**src/core/sfcfg_pkg.sv**
```systemverilog
// shared constants for the flash configuration / status-write link
package sfcfg_pkg;
    // command codes
    localparam logic [7:0] OP_LATCH_SET   = 8'h06;
    localparam logic [7:0] OP_WRITE_STAT  = 8'h01;
    localparam logic [7:0] OP_READ_STAT   = 8'h05;
    localparam logic [7:0] OP_READ_CFG    = 8'h15;
    localparam logic [7:0] OP_WIDE_ENTER  = 8'hB7;
    localparam logic [7:0] OP_WIDE_EXIT   = 8'hE9;
    // status register layout
    localparam int SR_LOCK_BIT  = 7;
    localparam int SR_QUAD_BIT  = 6;
    localparam int SR_LEVEL_LSB = 2;
    localparam int SR_LATCH_BIT = 1;
    localparam int SR_BUSY_BIT  = 0;
    // configuration register layout
    localparam int CR_DUMMY_LSB = 6;
    localparam int CR_WIDE_BIT  = 5;
    localparam int CR_RSVD_BIT  = 4;
    localparam int CR_LOW_BIT   = 3;
    localparam logic       CR_RSVD_VALUE = 1'b0;
    localparam logic [2:0] DRIVE_RESET   = 3'h7;
    localparam logic [2:0] DRIVE_RSVD_A  = 3'h0;
    localparam logic [2:0] DRIVE_RSVD_B  = 3'h4;
    localparam logic [1:0] DUMMY_RESET   = 2'h0;
    // link bit counts that end an opcode-only command or a status write
    localparam logic [4:0] BITS_OPCODE   = 5'h08;
    localparam logic [4:0] BITS_ONE_BYTE = 5'h10;
    localparam logic [4:0] BITS_TWO_BYTE = 5'h18;
    // timing
    localparam int CLK_PERIOD_NS        = 5;
    localparam int STATUS_WRITE_TIME_NS = 10000;
    localparam int STATUS_WRITE_CYCLES  =
        (STATUS_WRITE_TIME_NS + CLK_PERIOD_NS - 1) / CLK_PERIOD_NS;
    localparam int LINK_PERIOD_NS       = 160;
    localparam int SCLK_HALF_CYCLES     = LINK_PERIOD_NS / (2 * CLK_PERIOD_NS);
    // controller register offsets
    localparam logic [7:0] HOST_CMD_OFS  = 8'h00;
    localparam logic [7:0] HOST_DATA_OFS = 8'h04;
    localparam logic [7:0] HOST_RX_OFS   = 8'h08;
    localparam logic [7:0] HOST_STAT_OFS = 8'h0C;
    localparam logic [7:0] HOST_CTRL_OFS = 8'h10;

    typedef enum logic [1:0] {
        SFCFG_RD_FAST,
        SFCFG_RD_DUAL_IO,
        SFCFG_RD_QUAD_IO
    } sfcfg_read_kind_t;

    // dummy clocks per read kind and dummy_count_sel
    function automatic logic [3:0] dummy_clocks(input logic [1:0] sel,
                                                input sfcfg_read_kind_t kind);
        logic [3:0] n;
        n = 4'h8;
        case (sel)
            2'h0: n = (kind == SFCFG_RD_DUAL_IO) ? 4'h4 :
                      (kind == SFCFG_RD_QUAD_IO) ? 4'h6 : 4'h8;
            2'h1: n = (kind == SFCFG_RD_QUAD_IO) ? 4'h4 : 4'h6;
            2'h2: n = 4'h8;
            default: n = 4'hA;
        endcase
        return n;
    endfunction
endpackage

```
**src/core/sfcfg_link_if.sv**
```systemverilog
// serial link between the flash controller and the flash device
`timescale 1ns/10ps
`default_nettype none
interface sfcfg_link_if;
    logic sclk;
    logic cs_n;
    logic mosi;
    logic miso;
    logic wp_n;

    modport host (output sclk, output cs_n, output mosi, output wp_n, input miso);
    modport device (input sclk, input cs_n, input mosi, input wp_n, output miso);
endinterface
`default_nettype wire

```
**src/core/sfcfg_device.sv**
```systemverilog
// flash device end: configuration register, status write and lock modes
`timescale 1ns/10ps
`default_nettype none
module sfcfg_device #(
    parameter int unsigned WRITE_CYCLES = sfcfg_pkg::STATUS_WRITE_CYCLES
) (
    // clock and reset
    input  wire logic       i_clk_sys,
    input  wire logic       i_rst_n,
    // serial link
    sfcfg_link_if.device    link,
    // mode input from the array logic
    input  wire logic       i_four_wire_mode,
    // program/erase request
    input  wire logic       i_pe_req,
    input  wire logic       i_pe_in_region,
    output logic            o_pe_grant,
    output logic            o_pe_refused,
    // register views
    output logic [7:0]      o_status,
    output logic [7:0]      o_config,
    output logic            o_hard_lock,
    // dummy clock counts
    output logic [3:0]      o_dummy_fast,
    output logic [3:0]      o_dummy_dual_io,
    output logic [3:0]      o_dummy_quad_io
);
    // pin synchronisers
    logic [2:0]  sclk_s;
    logic [2:0]  cs_s;
    logic [1:0]  mosi_s;
    logic [1:0]  wp_s;
    // link state
    logic [4:0]  bit_cnt;
    logic [2:0]  byte_phase;
    logic [23:0] rx_sh;
    logic [7:0]  tx_sh;
    logic [1:0]  read_sel;
    logic        miso_q;
    // status register
    logic        status_lock;
    logic        quad_io_enable;
    logic [3:0]  protect_level;
    logic        write_latch;
    logic        write_busy;
    // configuration register
    logic [1:0]  dummy_count_sel;
    logic        wide_address_flag;
    logic        protect_from_low_end;
    logic [2:0]  drive_strength_sel;
    // self-timed write
    logic [31:0] busy_cnt;
    logic [7:0]  stage_sr;
    logic [7:0]  stage_cr;
    logic        stage_cr_valid;

    logic        sclk_rise;
    logic        sclk_fall;
    logic        cs_rise;
    logic        cs_fall;
    logic        cs_low;
    logic        mosi_in;
    logic        wp_high;
    logic        hard_lock;
    logic [23:0] next_rx;
    logic [7:0]  status_value;
    logic [7:0]  config_value;
    logic        write_status_cmd_len_ok;
    logic        write_status_cmd_ok;
    logic        busy_done;

    assign sclk_rise = sclk_s[1] & ~sclk_s[2];
    assign sclk_fall = ~sclk_s[1] & sclk_s[2];
    assign cs_rise   = cs_s[1] & ~cs_s[2];
    assign cs_fall   = ~cs_s[1] & cs_s[2];
    assign cs_low    = ~cs_s[1];
    assign mosi_in   = mosi_s[1];
    assign wp_high   = wp_s[1];
    assign next_rx   = {rx_sh[22:0], mosi_in};

    // four-wire mode or quad enable turn the pin into data
    assign hard_lock = status_lock & ~wp_high & ~quad_io_enable
                       & ~i_four_wire_mode;

    assign status_value = {status_lock, quad_io_enable, protect_level,
                           write_latch, write_busy};
    assign config_value = {dummy_count_sel, wide_address_flag, sfcfg_pkg::CR_RSVD_VALUE,
                           protect_from_low_end, drive_strength_sel};

    assign write_status_cmd_len_ok = (bit_cnt == sfcfg_pkg::BITS_ONE_BYTE) ||
                         (bit_cnt == sfcfg_pkg::BITS_TWO_BYTE);
    assign write_status_cmd_ok = cs_rise && write_status_cmd_len_ok && write_latch
                     && !write_busy && !hard_lock
                     && (bit_cnt == sfcfg_pkg::BITS_ONE_BYTE
                         ? rx_sh[15:8] : rx_sh[23:16]) == sfcfg_pkg::OP_WRITE_STAT;
    assign busy_done = write_busy && (busy_cnt == 32'h0000_0001);

    function automatic logic [1:0] read_select(input logic [7:0] op);
        logic [1:0] s;
        s = 2'h0;
        if (op == sfcfg_pkg::OP_READ_STAT) begin
            s = 2'h1;
        end else if (op == sfcfg_pkg::OP_READ_CFG) begin
            s = 2'h2;
        end
        return s;
    endfunction

    // first stage feeds only the second
    always_ff @(posedge i_clk_sys or negedge i_rst_n) begin
        if (!i_rst_n) begin
            sclk_s <= 3'h0;
            cs_s   <= 3'h7;
            mosi_s <= 2'h0;
            wp_s   <= 2'h3;
        end else begin
            sclk_s <= {sclk_s[1:0], link.sclk};
            cs_s   <= {cs_s[1:0], link.cs_n};
            mosi_s <= {mosi_s[0], link.mosi};
            wp_s   <= {wp_s[0], link.wp_n};
        end
    end

    // receive side: count and shift on rising link clock
    always_ff @(posedge i_clk_sys or negedge i_rst_n) begin
        if (!i_rst_n) begin
            bit_cnt    <= 5'h00;
            byte_phase <= 3'h0;
            rx_sh      <= 24'h00_0000;
        end else if (cs_fall) begin
            bit_cnt    <= 5'h00;
            byte_phase <= 3'h0;
        end else if (cs_low && sclk_rise) begin
            rx_sh      <= next_rx;
            byte_phase <= byte_phase + 3'h1;
            if (bit_cnt != 5'h1F) begin
                bit_cnt <= bit_cnt + 5'h01;
            end
        end
    end

    // transmit side: register reads, reloaded every byte so busy stays live
    always_ff @(posedge i_clk_sys or negedge i_rst_n) begin
        if (!i_rst_n) begin
            tx_sh    <= 8'h00;
            read_sel <= 2'h0;
            miso_q   <= 1'b0;
        end else if (!cs_low) begin
            read_sel <= 2'h0;
            miso_q   <= 1'b0;
        end else if (sclk_rise && byte_phase == 3'h7) begin
            if (bit_cnt == 5'h07) begin
                read_sel <= read_select(next_rx[7:0]);
                tx_sh    <= (read_select(next_rx[7:0]) == 2'h1) ? status_value :
                            (read_select(next_rx[7:0]) == 2'h2) ? config_value : 8'h00;
            end else begin
                tx_sh <= (read_sel == 2'h1) ? status_value :
                         (read_sel == 2'h2) ? config_value : 8'h00;
            end
        end else if (sclk_fall) begin
            miso_q <= tx_sh[7];
            tx_sh  <= {tx_sh[6:0], 1'b0};
        end
    end

    assign link.miso = miso_q;

    // latch and busy; a latch set wins over any clear in the same cycle
    always_ff @(posedge i_clk_sys or negedge i_rst_n) begin
        if (!i_rst_n) begin
            write_latch <= 1'b0;
            write_busy  <= 1'b0;
            busy_cnt    <= 32'h0000_0000;
        end else begin
            if (write_status_cmd_ok) begin
                write_busy <= 1'b1;
                busy_cnt   <= WRITE_CYCLES;
            end else if (busy_done) begin
                write_busy  <= 1'b0;
                write_latch <= 1'b0;
                busy_cnt    <= 32'h0000_0000;
            end else if (write_busy) begin
                busy_cnt <= busy_cnt - 32'h0000_0001;
            end
            if (i_pe_req && o_pe_grant == 1'b0 && write_latch && !write_busy
                && !i_pe_in_region) begin
                write_latch <= 1'b0;
            end
            // latch may be set in either lock mode; hard lock blocks the write itself
            if (cs_rise && !write_busy && bit_cnt == sfcfg_pkg::BITS_OPCODE
                && rx_sh[7:0] == sfcfg_pkg::OP_LATCH_SET) begin
                write_latch <= 1'b1;
            end
        end
    end

    // staged data is applied when the timed cycle ends
    always_ff @(posedge i_clk_sys or negedge i_rst_n) begin
        if (!i_rst_n) begin
            stage_sr       <= 8'h00;
            stage_cr       <= 8'h00;
            stage_cr_valid <= 1'b0;
        end else if (write_status_cmd_ok) begin
            stage_sr       <= (bit_cnt == sfcfg_pkg::BITS_ONE_BYTE) ? rx_sh[7:0] : rx_sh[15:8];
            stage_cr       <= rx_sh[7:0];
            stage_cr_valid <= (bit_cnt == sfcfg_pkg::BITS_TWO_BYTE);
        end
    end

    // status bits; latch and busy are never taken from the data
    always_ff @(posedge i_clk_sys or negedge i_rst_n) begin
        if (!i_rst_n) begin
            status_lock    <= 1'b0;
            quad_io_enable <= 1'b0;
            protect_level  <= 4'h0;
        end else if (busy_done) begin
            status_lock    <= stage_sr[sfcfg_pkg::SR_LOCK_BIT];
            quad_io_enable <= stage_sr[sfcfg_pkg::SR_QUAD_BIT];
            protect_level  <= stage_sr[sfcfg_pkg::SR_LEVEL_LSB +: 4];
        end
    end

    // configuration bits
    always_ff @(posedge i_clk_sys or negedge i_rst_n) begin
        if (!i_rst_n) begin
            dummy_count_sel      <= sfcfg_pkg::DUMMY_RESET;
            drive_strength_sel   <= sfcfg_pkg::DRIVE_RESET;
            protect_from_low_end <= 1'b0;
        end else if (busy_done && stage_cr_valid) begin
            dummy_count_sel <= stage_cr[sfcfg_pkg::CR_DUMMY_LSB +: 2];
            // reserved strength codes are dropped, the old code stays
            if (stage_cr[2:0] != sfcfg_pkg::DRIVE_RSVD_A
                && stage_cr[2:0] != sfcfg_pkg::DRIVE_RSVD_B) begin
                drive_strength_sel <= stage_cr[2:0];
            end
            // one-time programmable: can only go from 0 to 1
            protect_from_low_end <= protect_from_low_end
                                    | stage_cr[sfcfg_pkg::CR_LOW_BIT];
        end
    end

    // wide address flag follows only its own two commands
    always_ff @(posedge i_clk_sys or negedge i_rst_n) begin
        if (!i_rst_n) begin
            wide_address_flag <= 1'b0;
        end else if (cs_rise && !write_busy && bit_cnt == sfcfg_pkg::BITS_OPCODE) begin
            if (rx_sh[7:0] == sfcfg_pkg::OP_WIDE_ENTER) begin
                wide_address_flag <= 1'b1;
            end else if (rx_sh[7:0] == sfcfg_pkg::OP_WIDE_EXIT) begin
                wide_address_flag <= 1'b0;
            end
        end
    end

    // program/erase gate
    always_ff @(posedge i_clk_sys or negedge i_rst_n) begin
        if (!i_rst_n) begin
            o_pe_grant   <= 1'b0;
            o_pe_refused <= 1'b0;
        end else begin
            o_pe_grant   <= i_pe_req && !o_pe_grant && write_latch && !write_busy
                            && !i_pe_in_region;
            o_pe_refused <= i_pe_req && !o_pe_grant
                            && (!write_latch || write_busy || i_pe_in_region);
        end
    end

    // registered views
    always_ff @(posedge i_clk_sys or negedge i_rst_n) begin
        if (!i_rst_n) begin
            o_status        <= 8'h00;
            o_config        <= 8'h00;
            o_hard_lock     <= 1'b0;
            o_dummy_fast    <= 4'h0;
            o_dummy_dual_io <= 4'h0;
            o_dummy_quad_io <= 4'h0;
        end else begin
            o_status        <= status_value;
            o_config        <= config_value;
            o_hard_lock     <= hard_lock;
            o_dummy_fast    <= sfcfg_pkg::dummy_clocks(dummy_count_sel,
                                                       sfcfg_pkg::SFCFG_RD_FAST);
            o_dummy_dual_io <= sfcfg_pkg::dummy_clocks(dummy_count_sel,
                                                       sfcfg_pkg::SFCFG_RD_DUAL_IO);
            o_dummy_quad_io <= sfcfg_pkg::dummy_clocks(dummy_count_sel,
                                                       sfcfg_pkg::SFCFG_RD_QUAD_IO);
        end
    end
endmodule
`default_nettype wire

```
**src/flat_wrapper.sv**
```systemverilog
// flat-port wrapper written by rule: the top's interface ports become plain ports
module sfcfg_device_flat 
#(
    parameter int unsigned WRITE_CYCLES = sfcfg_pkg::STATUS_WRITE_CYCLES
)
  (i_clk_sys, i_rst_n, i_four_wire_mode, i_pe_req, i_pe_in_region, o_pe_grant, o_pe_refused, o_status, o_config, o_hard_lock, o_dummy_fast, o_dummy_dual_io, o_dummy_quad_io, link_sclk, link_cs_n, link_mosi, link_wp_n, link_miso);
  sfcfg_link_if link_i ();
  input  wire logic i_clk_sys;
  input  wire logic i_rst_n;
  input  wire logic i_four_wire_mode;
  input  wire logic i_pe_req;
  input  wire logic i_pe_in_region;
  output logic o_pe_grant;
  output logic o_pe_refused;
  output logic [7:0] o_status;
  output logic [7:0] o_config;
  output logic o_hard_lock;
  output logic [3:0] o_dummy_fast;
  output logic [3:0] o_dummy_dual_io;
  output logic [3:0] o_dummy_quad_io;
  input wire logic [$bits(link_i.sclk)-1:0] link_sclk;
  input wire logic [$bits(link_i.cs_n)-1:0] link_cs_n;
  input wire logic [$bits(link_i.mosi)-1:0] link_mosi;
  input wire logic [$bits(link_i.wp_n)-1:0] link_wp_n;
  output wire logic [$bits(link_i.miso)-1:0] link_miso;
  assign link_i.sclk = link_sclk;
  assign link_i.cs_n = link_cs_n;
  assign link_i.mosi = link_mosi;
  assign link_i.wp_n = link_wp_n;
  assign link_miso = link_i.miso;
  sfcfg_device #(.WRITE_CYCLES(WRITE_CYCLES)) u_core (.i_clk_sys(i_clk_sys), .i_rst_n(i_rst_n), .link(link_i), .i_four_wire_mode(i_four_wire_mode), .i_pe_req(i_pe_req), .i_pe_in_region(i_pe_in_region), .o_pe_grant(o_pe_grant), .o_pe_refused(o_pe_refused), .o_status(o_status), .o_config(o_config), .o_hard_lock(o_hard_lock), .o_dummy_fast(o_dummy_fast), .o_dummy_dual_io(o_dummy_dual_io), .o_dummy_quad_io(o_dummy_quad_io));
endmodule
```
**config.mk**
```make
export PLATFORM = sky130hd
export DESIGN_NAME = sfcfg_device_flat
export DESIGN_NICKNAME = d
export VERILOG_FILES = /design/src/core/sfcfg_pkg.sv /design/src/core/sfcfg_link_if.sv /design/src/core/sfcfg_device.sv /design/src/flat_wrapper.sv
export SDC_FILE = /design/constraint.sdc
export NUM_CORES = 1
export LEC_CHECK = 0
export ABC_AREA = 0
export ABC_CLOCK_PERIOD_IN_PS = 4000
export BUFFER_PORTS_ARGS = -buffer_cell sky130_fd_sc_hd__buf_4
export CAP_MARGIN = 40
export CORE_MARGIN = 4
export CORE_UTILIZATION = 65
export CTS_BUF_LIST = sky130_fd_sc_hd__clkbuf_8
export CTS_CLUSTER_DIAMETER = 150
export DETAILED_ROUTE_END_ITERATION = 8
export PLACE_DENSITY_LB_ADDON = 0.05
export SYNTH_ARGS = -nofsm -noshare
export SYNTH_HDL_FRONTEND = slang
export SYNTH_SLANG_ARGS = --single-unit
```
**constraint.sdc**
```tcl
create_clock -name i_clk_sys -period 4 [get_ports i_clk_sys]
set_input_delay 1 -clock i_clk_sys [delete_from_list [all_inputs] [get_ports i_clk_sys]]
set_output_delay 1 -clock i_clk_sys [all_outputs]
set_load 0.01 [all_outputs]
```
==> Word-level counts from Yosys, hierarchy flattened <==
Cells that the tools add are included.
{ "totals": {"rom_bits": 0, "ram_bits": 0, "input_bits": 9, "elab_cells": 160, "memories": 0, "register_bits": 147, "out_inout_bits": 32, "latch_bits": 0} }
{ "op_classes": {"reduce_logical": 51, "add_sub_neg": 3, "multipliers": 0, "shift": 0, "mux": 36, "order_cmp": 0, "eq_ne": 22, "bitwise_logic": 17, "n_div": 0} }
{ "op_table": {"columns": ["cell", "n"], "rows": [
  ["$mux 32", 3],
  ["$mux 8", 9],
  ["$eq 32x1->1 const B", 1],
  ["$sub 32x1->32 const B", 1],
  ["$pmux 4 s3", 2],
  ["$logic_and 1x1->1", 22],
  ["$eq 8x3->1 const B", 2],
  ["$eq 8x8->1 const B", 2],
  ["$reduce_and 2->1", 8],
  ["$reduce_bool 2->1", 8],
  ["$mux 5", 3],
  ["$mux 2", 6],
  ["$eq 5x5->1 const B", 2],
  ["$mux 1", 10],
  ["$not 1->1", 9],
  ["$reduce_bool 3->1", 3],
  ["$eq 8x1->1 const B", 1],
  ["$eq 8x5->1 const B", 1],
  ["$pmux 4 s2", 1],
  ["$and 1x1->1", 7],
  ["$eq 2x1->1 const B", 3],
  ["$eq 2x2->1 const B", 3],
  ["$mux 3", 2],
  ["$ne 3x3->1 const B", 2],
  ["other kinds (12)", 18]
]} }

==> Longest topological paths before layout <==
Gate-level depths: netlist of run 1.
{ "depth": {"word_depth": 11, "mapped_depth": 9, "mapped_depth_nobuf": 7} }

==> Worst setup path before layout of run 1 <==
No wires, ideal clock.
{ "synth_timing": {"path_type": "input to register", "startpoint": "input port i_four_wire_mode", "endpoint": "register u_core.stage_cr[6]", "path_slack_ps": 1353, "setup_time_ps": 128, "n_path_buf": 2, "t_arrival_ps": 2520, "t_required_ps": 3872, "path_stages": 6, "path_cell_list": "nor4b_1 -> or4_1 -> a211o_1 -> clkbuf_1 -> clkbuf_1 -> mux2_1"} }
{ "synth_between": {"elab_chain_len": 5} }
{ "synth_lines": {"columns": ["element", "line", "text"], "rows": [
  ["from (decl)", "flat_wrapper.sv:10", "input wire logic i_four_wire_mode;"],
  ["$not 1->1", "sfcfg_device.sv:83", "& ~i_four_wire_mode;"],
  ["$and 1x1->1", "sfcfg_device.sv:83", null],
  ["$logic_not 1->1", "sfcfg_device.sv:93", "&& !write_busy && !hard_lock"],
  ["$logic_and 1x1->1", "sfcfg_device.sv:93", null],
  ["$logic_and 1x1->1", "sfcfg_device.sv:94", "&& (bit_cnt == sfcfg_pkg::BITS_ONE_BYTE"],
  ["to (signal assigned)", "sfcfg_device.sv:205", "stage_cr <= rx_sh[7:0];"],
  ["to (decl)", "sfcfg_device.sv:54", "logic [7:0] stage_cr;"]
]} }
No other way between the ends.
A chain may end at the register's enable or synchronous reset.

==> Final worst setup path of run 1 <==
{ "layout_timing": {"startpoint": "register u_core.busy_cnt[14]", "endpoint": "register u_core.busy_cnt[1]"} }
{ "layout_between": {"elab_chain_len": 4, "elab_cells_between_ends": 5, "cone_classes": "eq/ne (1); mux (2); reduce/logical (2)"} }
{ "layout_lines": {"columns": ["element", "line", "text"], "rows": [
  ["from (decl)", "sfcfg_device.sv:52", "logic [31:0] busy_cnt;"],
  ["from (signal assigned)", "sfcfg_device.sv:183", "busy_cnt <= busy_cnt - 32'h0000_0001;"],
  ["$eq 32x1->1 *", "sfcfg_device.sv:96", "assign busy_done = write_busy && (busy_cnt == 32'h0000_0001);"],
  ["$logic_and 1x1->1 *", "sfcfg_device.sv:96", null],
  ["$mux 32", "sfcfg_device.sv:178", "end else if (busy_done) begin"],
  ["$mux 32", "sfcfg_device.sv:175", "if (write_status_cmd_ok) begin"]
]} }
Mark *: on every way between the ends. The rest lies on a longest branch, timed or not.

==> results of run 1 <==
-- logic make-up (layout without fill, tap and decap cells) --
logic type	Yosys count	after routing	share of synthesized area (%)
AND/OR/NAND/NOR	191	191	16.6
flip-flops	137	137	57.4
AO/OA/AOI/OAI	73	73	8.16
multiplexers	43	43	7.89
buffers and inverters	41	89	3.44
XOR/XNOR	27	27	3.95
adder cells (fa/ha/maj)	12	12	2.51
other	1	4	0.0626
-- metrics by stage --
step	hold slack (ns)	area [um^2]	worst slack (ns)	utilization [%]
floorplan	0.331	6000	1.35	-
finish	0.358	6750	1.02	76.3
CTS	0.358	6750	1.01	76.3
detailed placement	0.346	6340	0.901	71.6
global placement	0.332	6320	1.03	71.5
global route	0.363	6750	0.921	76.3
-- routing by layer --
layer  track usage, %  share of wire, %
met2             33.8                48
met3             4.41               4.7
met5                0                 0
met1             32.3                46
met4             8.07               1.3
-- cell usage after synthesis, types with 2 or more instances --
cell and instances:
mux2_2 29, dfrtp_1 129, a221oi_1 2, a22oi_1 6, and2_1 2, a21o_1 5
nor4_1 16, buf_6 3, nor4b_1 2, and3_1 3, ha_1 12, nor3_1 18
or3_1 6, or2_2 4, or4_1 7, xnor2_1 22, o21ai_0 16, nor2b_1 2
o31ai_1 3, inv_1 15, nor2_1 55, nand3_1 7, nand2b_1 4, a31o_2 4
nand2_1 42, xor2_1 5, nor4bb_1 4, dfstp_2 8, mux2i_1 12, o22a_1 2
a21oi_1 21, nand3b_1 4, buf_2 3, buf_4 7, or3b_2 2, nor3b_1 4
a22o_1 2, nand4_1 4, clkbuf_1 13
-- state kept, by name, indices dropped and copies added, names as in the netlist, 4 cells and up --
register,count
u_core.busy_cnt,32
u_core.rx_sh,24
u_core.o_status,8
u_core.tx_sh,8
u_core.o_config,7
u_core.stage_cr,6
u_core.stage_sr,6
u_core.bit_cnt,5
u_core.protect_level,4
-- worst paths after layout --
check	startpoint	end	slack [ns]
worst min register to register	u_core.wp_s[0]$_DFF_PN1_	u_core.wp_s[1]$_DFF_PN1_	0.36
worst min-delay path	u_core.wp_s[0]$_DFF_PN1_	u_core.wp_s[1]$_DFF_PN1_	0.36
worst max-delay path	u_core.busy_cnt[14]$_DFFE_PN0P_	u_core.busy_cnt[1]$_DFFE_PN0P_	1.02
max in group asynchronous	i_rst_n	u_core.cs_s[2]$_DFF_PN1_	2.58
min in group asynchronous	i_rst_n	u_core.o_dummy_fast[2]$_DFF_PN0_	0.60
worst max register to register	u_core.busy_cnt[14]$_DFFE_PN0P_	u_core.busy_cnt[1]$_DFFE_PN0P_	1.02
-- worst register-to-register path: stages, from the launching register on --
cell and delay [ns]:
dfrtp_1 0.42, or4_4 0.56, or3_1 0.54, or4_1 0.81, nand2_4 0.34, o32ai_1 0.13
-- cell type report --
| cell class | instances | area [um^2] | area share [%] |
|---|---|---|---|
| clock buffers | 19 | 262 | 3.87 |
| clock inverters | 13 | 154 | 2.28 |
| inverters | 15 | 56.3 | 0.834 |
| multi-input cells | 350 | 2370 | 35.1 |
| flip-flops and latches | 137 | 3440 | 50.9 |
| well taps | 108 | 135 | 2.00 |
| repair buffers | 42 | 335 | 4.97 |
-- where the power goes --
group	switching [mW]	total [mW]	internal (mW)
clock network	0.519	1.16	0.646
logic	0.0641	0.108	0.0444
registers	0.0421	1.46	1.42
total	0.625	2.73	2.11
-- cell usage in the layout, fill, tap and decap left out, drive strengths merged, types with 5 or more instances in the layout --
master	n
nor2	55
nand3	7
buf	42
xnor2	22
dfstp	8
clkbuf	19
nand2	43
mux2i	12
mux2	31
a22oi	6
nor4	17
dfrtp	129
inv	19
clkinv	5
xor2	5
a21o	5
or4	8
nor3	18
or3	6
ha	12
o21ai	16
a21oi	21
==> run_results.csv, run 1 <==
group,metric,value,unit
status,outcome,"completed",
worst_hold_path,min_path_type,"reg2reg",
routing,vias,4017,
worst_setup_path,rr_worst_depth,5,
worst_setup_path,cp_top_family,"simple AND/OR/NAND/NOR gates",
floorplan,start_util,67.7,%
clock_tree,cts_tree,"yes",
floorplan,io-pin-count,41,
finish,finalNetCount,584,
yosys,syn_inst,525,
worst_setup_path,crit_chain,"or4_4 -> or3_1 -> or4_1 -> nand2_4 -> o32ai_1",
finish,drive_gt1_share,21.9,%
finish,n_fill_cell,594,
sta,hold_viol,0,
yosys,syn_area_per_cell,11.4,um^2
worst_setup_path,cp.required,4.26,ns
sta,slew_viol_final,0,
placement,place_congestion,0.835,
clock_tree,cts-root-buf,"clkbuf_8",
worst_setup_path,cp.depth,5,
yosys,yosys.area.top_type,"dfrtp_1",
clock_tree,cts.clk_slew.worst_paths,0.08,ns
worst_setup_path,cpMaxStageDelayCell,"or4_1",
finish,antenna_cells,0,
floorplan,fp.dieArea,10800,um^2
routing,drt_wl_total,11300,um
yosys,synth_top_area_share,53.9,%
clock_tree,cts_setup_buffers,0,
yosys,synth_area,5990,um^2
yosys,synth-main-ff-cell,"dfrtp_1",
global_route,antenna_found_initial,0,
sta,setup_viol,0,
job,drv_cap,0,
power,power_density,405,nW/um^2
routing,drt_iter0_drc,220,
yosys,ys.warnings.count,0,
floorplan,std_cell_rows,34,
sta,timing.max_slew.rel_slack,40.9,%
worst_setup_path,crit_arrival,3.24,ns
clock_tree,numCtsBuffers,17,
finish,final_cells,684,
placement,dp_hpwl,7710,um
sta,setup_tns,0,ns
worst_setup_path,crit_fanout,25,
global_route,gr-total-overflow,0,
global_route,grt_max_degree,89,
placement,placedCellCount,652,
sta,fin_crit_sh,74.4,%
clock_tree,h-tree-depth,4,
sta,period_minus_slack,2.98,ns
sta,fmax,336,MHz
worst_setup_path,cp-end-kind,"flop",
routing,drt_first_pass_iters,5,
worst_setup_path,crit_type,"reg2reg",
routing,drc,0,
clock_tree,cts_hold_buf,0,
routing,drt-vias-per-instance,5.87,
clock_tree,cts_resized,0,
power,ir_drop,0.285,mV
finish,area_growth,12.7,%
floorplan,dieHeight,104,um
clock_tree,clkLatencyLatePin,0.43,ns
global_route,grt_pass1_wl,19500,um
global_route,track_usage,22.3,%
routing,ant_nets,0,
worst_setup_path,crit_path_start_kind,"flop",
sta,final.setup_skew,0.0101,ns
global_route,grt_pass1_vias,3935,
worst_hold_path,min_path_cells,0,
sta,worst-slew-pin-transition,0.877,ns
power,p_leak,3.22,nW
clock_tree,cts_num_sinks,137,
worst_setup_path,slowest_delay,0.81,ns
sta,rsz0062_at_grt,"no",
yosys,async_reset_ff_share,100,%
clock_tree,cts_max_path_buffers,2,
yosys,synth-seq-cells,137,
floorplan,die_w,104,um
floorplan,coreArea,8850,um^2
power,finalPower,2.73,mW
yosys,ys_top_cells_by_area,"dfrtp_1 (54%), mux2_2 (5.4%), dfstp_2 (3.5%)",
yosys,ys_types,59,
yosys,yosysSeqAreaShare,57.4,%
worst_setup_path,path_buf_inv,0,
yosys,synth_edf_count,0,
placement,numPortBuffers,36,
routing,wire_per_inst,16.5,um
(Power assumes the default switching activity.)
==> run 2: changes to the inputs <==
--- a/config.mk
+++ b/config.mk
@@ -5,12 +5,12 @@
 export SDC_FILE = /design/constraint.sdc
 export NUM_CORES = 1
 export LEC_CHECK = 0
-export ABC_AREA = 0
-export ABC_CLOCK_PERIOD_IN_PS = 4000
+export ABC_AREA = 1
+export ABC_CLOCK_PERIOD_IN_PS = 2900
 export BUFFER_PORTS_ARGS = -buffer_cell sky130_fd_sc_hd__buf_4
 export CAP_MARGIN = 40
 export CORE_MARGIN = 4
-export CORE_UTILIZATION = 65
+export CORE_UTILIZATION = 63
 export CTS_BUF_LIST = sky130_fd_sc_hd__clkbuf_8
 export CTS_CLUSTER_DIAMETER = 150
 export DETAILED_ROUTE_END_ITERATION = 8
==> constraint.sdc (replaced) <==
create_clock -name i_clk_sys -period 2.9 [get_ports i_clk_sys]
set_input_delay 0.725 -clock i_clk_sys [delete_from_list [all_inputs] [get_ports i_clk_sys]]
set_output_delay 0.725 -clock i_clk_sys [all_outputs]
set_load 0.01 [all_outputs]
==> run_results.csv, run 2 <==
group,metric,value,unit
clock_tree,clkLatencyLatePin,0.46,ns
global_route,grt_pass1_vias,5421,
finish,largestRegisters,"u_core.busy_cnt: 32 flops, u_core.rx_sh: 24 flops",
routing,vias,5571,
worst_setup_path,crit_fanout,37,
global_route,track_usage,27.1,%
placement,dp_hpwl,11500,um
yosys,yosys.area.top_type,"dfrtp_1",
yosys,synth-main-ff-cell,"dfrtp_1",
global_route,use_met1,36.4,%
yosys,yosysMostFrequentCell,"nand2_1",
yosys,yosysSeqAreaShare,51.0,%
global_route,grtUsageMet3,7.23,%
worst_setup_path,crit_arrival,2.48,ns
sta,period_minus_slack,2.14,ns
routing,ant_nets,0,
placement,dpl_cell_area,7090,um^2
yosys,syn_inst,831,
worst_setup_path,crit_type,"reg2reg",
worst_setup_path,cp-startpoint,"u_core.bit_cnt[1]$_DFFE_PN0P_",
finish,multi_input_area,2740,um^2
sta,timing.max_slew.rel_slack,59.0,%
finish,regMostFlops,"u_core.busy_cnt",
routing,drc,0,
worst_setup_path,rr_worst_depth,11,
yosys,synth_edf_count,0,
finish,n_fill_cell,816,
status,outcome,"completed",
clock_tree,cts_tree,"yes",
sta,slew_viol_final,0,
yosys,synth-seq-cells,137,
finish,largest_register_ffs,32,
global_route,grt_busiest_layer,"met2",
finish,layout.area.seq,3440,um^2
sta,final.setup_skew,0.0144,ns
global_route,met2_usage,43.4,%
worst_hold_path,min_path_type,"in2async",
finish,area_growth,11.7,%
floorplan,io-pin-count,41,
placement,place_ws,0.774,ns
floorplan,start_util,65.0,%
global_route,gr-total-overflow,0,
placement,place_congestion,0.900,
floorplan,std_cell_rows,37,
floorplan,fp.dieArea,12400,um^2
sta,timing.hold.ws,0.274,ns
routing,drt_first_pass_iters,5,
sta,hold_viol,0,
global_route,grt_max_degree,70,
clock_tree,cts_hold_buf,0,
finish,drive_gt1_share,13.3,%
routing,wire_per_inst,15.6,um
yosys,synth_top_area_share,47.9,%
worst_setup_path,crit_path_start_kind,"flop",
power,p_leak,3.88,nW
floorplan,dieHeight,111,um
yosys,ys.warnings.count,0,
sta,rsz0062_at_grt,"no",
yosys,ys_types,39,
yosys,synth_area,6740,um^2
finish,postLayoutCoreUtil,72.6,%
finish,final_cell_mix,"nand2_1 (217), dfrtp_1 (129), inv_1 (106), nor2_1 (99), o21ai_0 (57)",
yosys,syn_area_per_cell,8.12,um^2
clock_tree,h-tree-depth,4,
routing,drt_iter0_drc,470,
worst_setup_path,r2r_slack,0.76,ns
worst_setup_path,cp.required,3.24,ns
floorplan,coreArea,10400,um^2
clock_tree,cts-root-buf,"clkbuf_8",
sta,setup_viol,0,
sta,fmax,466,MHz
sta,fin_crit_sh,74.0,%
global_route,grt_pass1_wl,26700,um
worst_setup_path,reg2reg_from,"u_core.bit_cnt[1]$_DFFE_PN0P_",
yosys,ys_top_cells_by_area,"dfrtp_1 (48%), nand2_1 (12%), inv_1 (5.8%)",
clock_tree,cts.clk_slew.worst_paths,0.09,ns
sta,postLayoutSetupSlackWorst,0.755,ns
finish,fin_area,7530,um^2
sta,setup_tns,0,ns
global_route,antenna_found_initial,0,
worst_setup_path,r2r-end,"u_core.busy_cnt[31]$_DFFE_PN0P_",
finish,finalNetCount,892,
finish,final_common_cell,"nand2_1",
power,power_density,524,nW/um^2
finish,antenna_cells,0,
job,drv_cap,0,
sta,worst-slew-pin-transition,0.615,ns
routing,drt_wl_total,15900,um
power,ir_drop,0.664,mV
routing,drt-vias-per-instance,5.46,
clock_tree,cts_max_path_buffers,2,
worst_setup_path,cp-end-kind,"flop",
finish,final_cells,1020,
placement,numPortBuffers,36,
floorplan,die_w,111,um
clock_tree,numCtsBuffers,17,
yosys,async_reset_ff_share,100,%
yosys,ys_top_cells_by_count,"nand2_1 (217), dfrtp_1 (129), inv_1 (105)",
clock_tree,cts_resized,0,
placement,placedCellCount,988,
power,finalPower,3.94,mW
clock_tree,cts_num_sinks,137,
clock_tree,cts_setup_buffers,0,
## run 2: cell count changes after synthesis, sizes merged, moves of 31 or more
cell,previous run,this run
nand2,43,223
inv,15,108
nor2,55,118
o21ai,16,72
nand3,7,51
mux2,31,0
## run 2: layout make-up
| cell class | count | area share (%) |
|---|---|---|
| Clock buffer | 18 | 3.29 |
| Tap cell | 136 | 2.26 |
| Inverter | 108 | 5.38 |
| Multi-Input combinational cell | 565 | 36.4 |
| Timing Repair Buffer | 42 | 4.40 |
| Clock inverter | 14 | 2.59 |
| Sequential cell | 137 | 45.7 |
## run 2: worst max-delay path, stage by stage (launching register included)
cell and delay (ns):
dfrtp_1 0.42, inv_1 0.10, ha_1 0.16, nand2_1 0.10, nor2_1 0.12, nand2_1 0.07, nor2_2 0.12, nand3_4 0.34
nand2_4 0.31, inv_1 0.14, nand2_1 0.10, nor2_1 0.05
## run 2: power breakdown
part	internal, mW	leakage (nW)	switching, mW
Sequential	1.96	1.78	0.0435
Combinational	0.0534	1.87	0.137
Clock	0.968	0.223	0.776
## run 2: logic make-up after synthesis
family / synth area share (%)
other cells: 0.0556
fa+ha+maj: 2.23
flops: 51.0
xor+xnor: 1.30
compound gates: 7.92
buf+inv: 8.57
simple gates: 28.9
## run 2: layer usage
metal / wire length [um] / part of all wire [%]
met1: 6910 / 44
met3: 1160 / 7.3
met5: 0 / 0
met2: 7420 / 47
met4: 375 / 2.4
## run 2: worst max path at each step
stage                                           end  slack [ns]  cells past startpoint
CTS                 u_core.busy_cnt[31]$_DFFE_PN0P_        0.78                     11
global route        u_core.busy_cnt[31]$_DFFE_PN0P_        0.53                     11
finish              u_core.busy_cnt[31]$_DFFE_PN0P_        0.76                     11
global placement    u_core.busy_cnt[23]$_DFFE_PN0P_        0.87                      8
floorplan           u_core.busy_cnt[27]$_DFFE_PN0P_        1.34                      6
detailed placement  u_core.busy_cnt[31]$_DFFE_PN0P_        0.77                      8
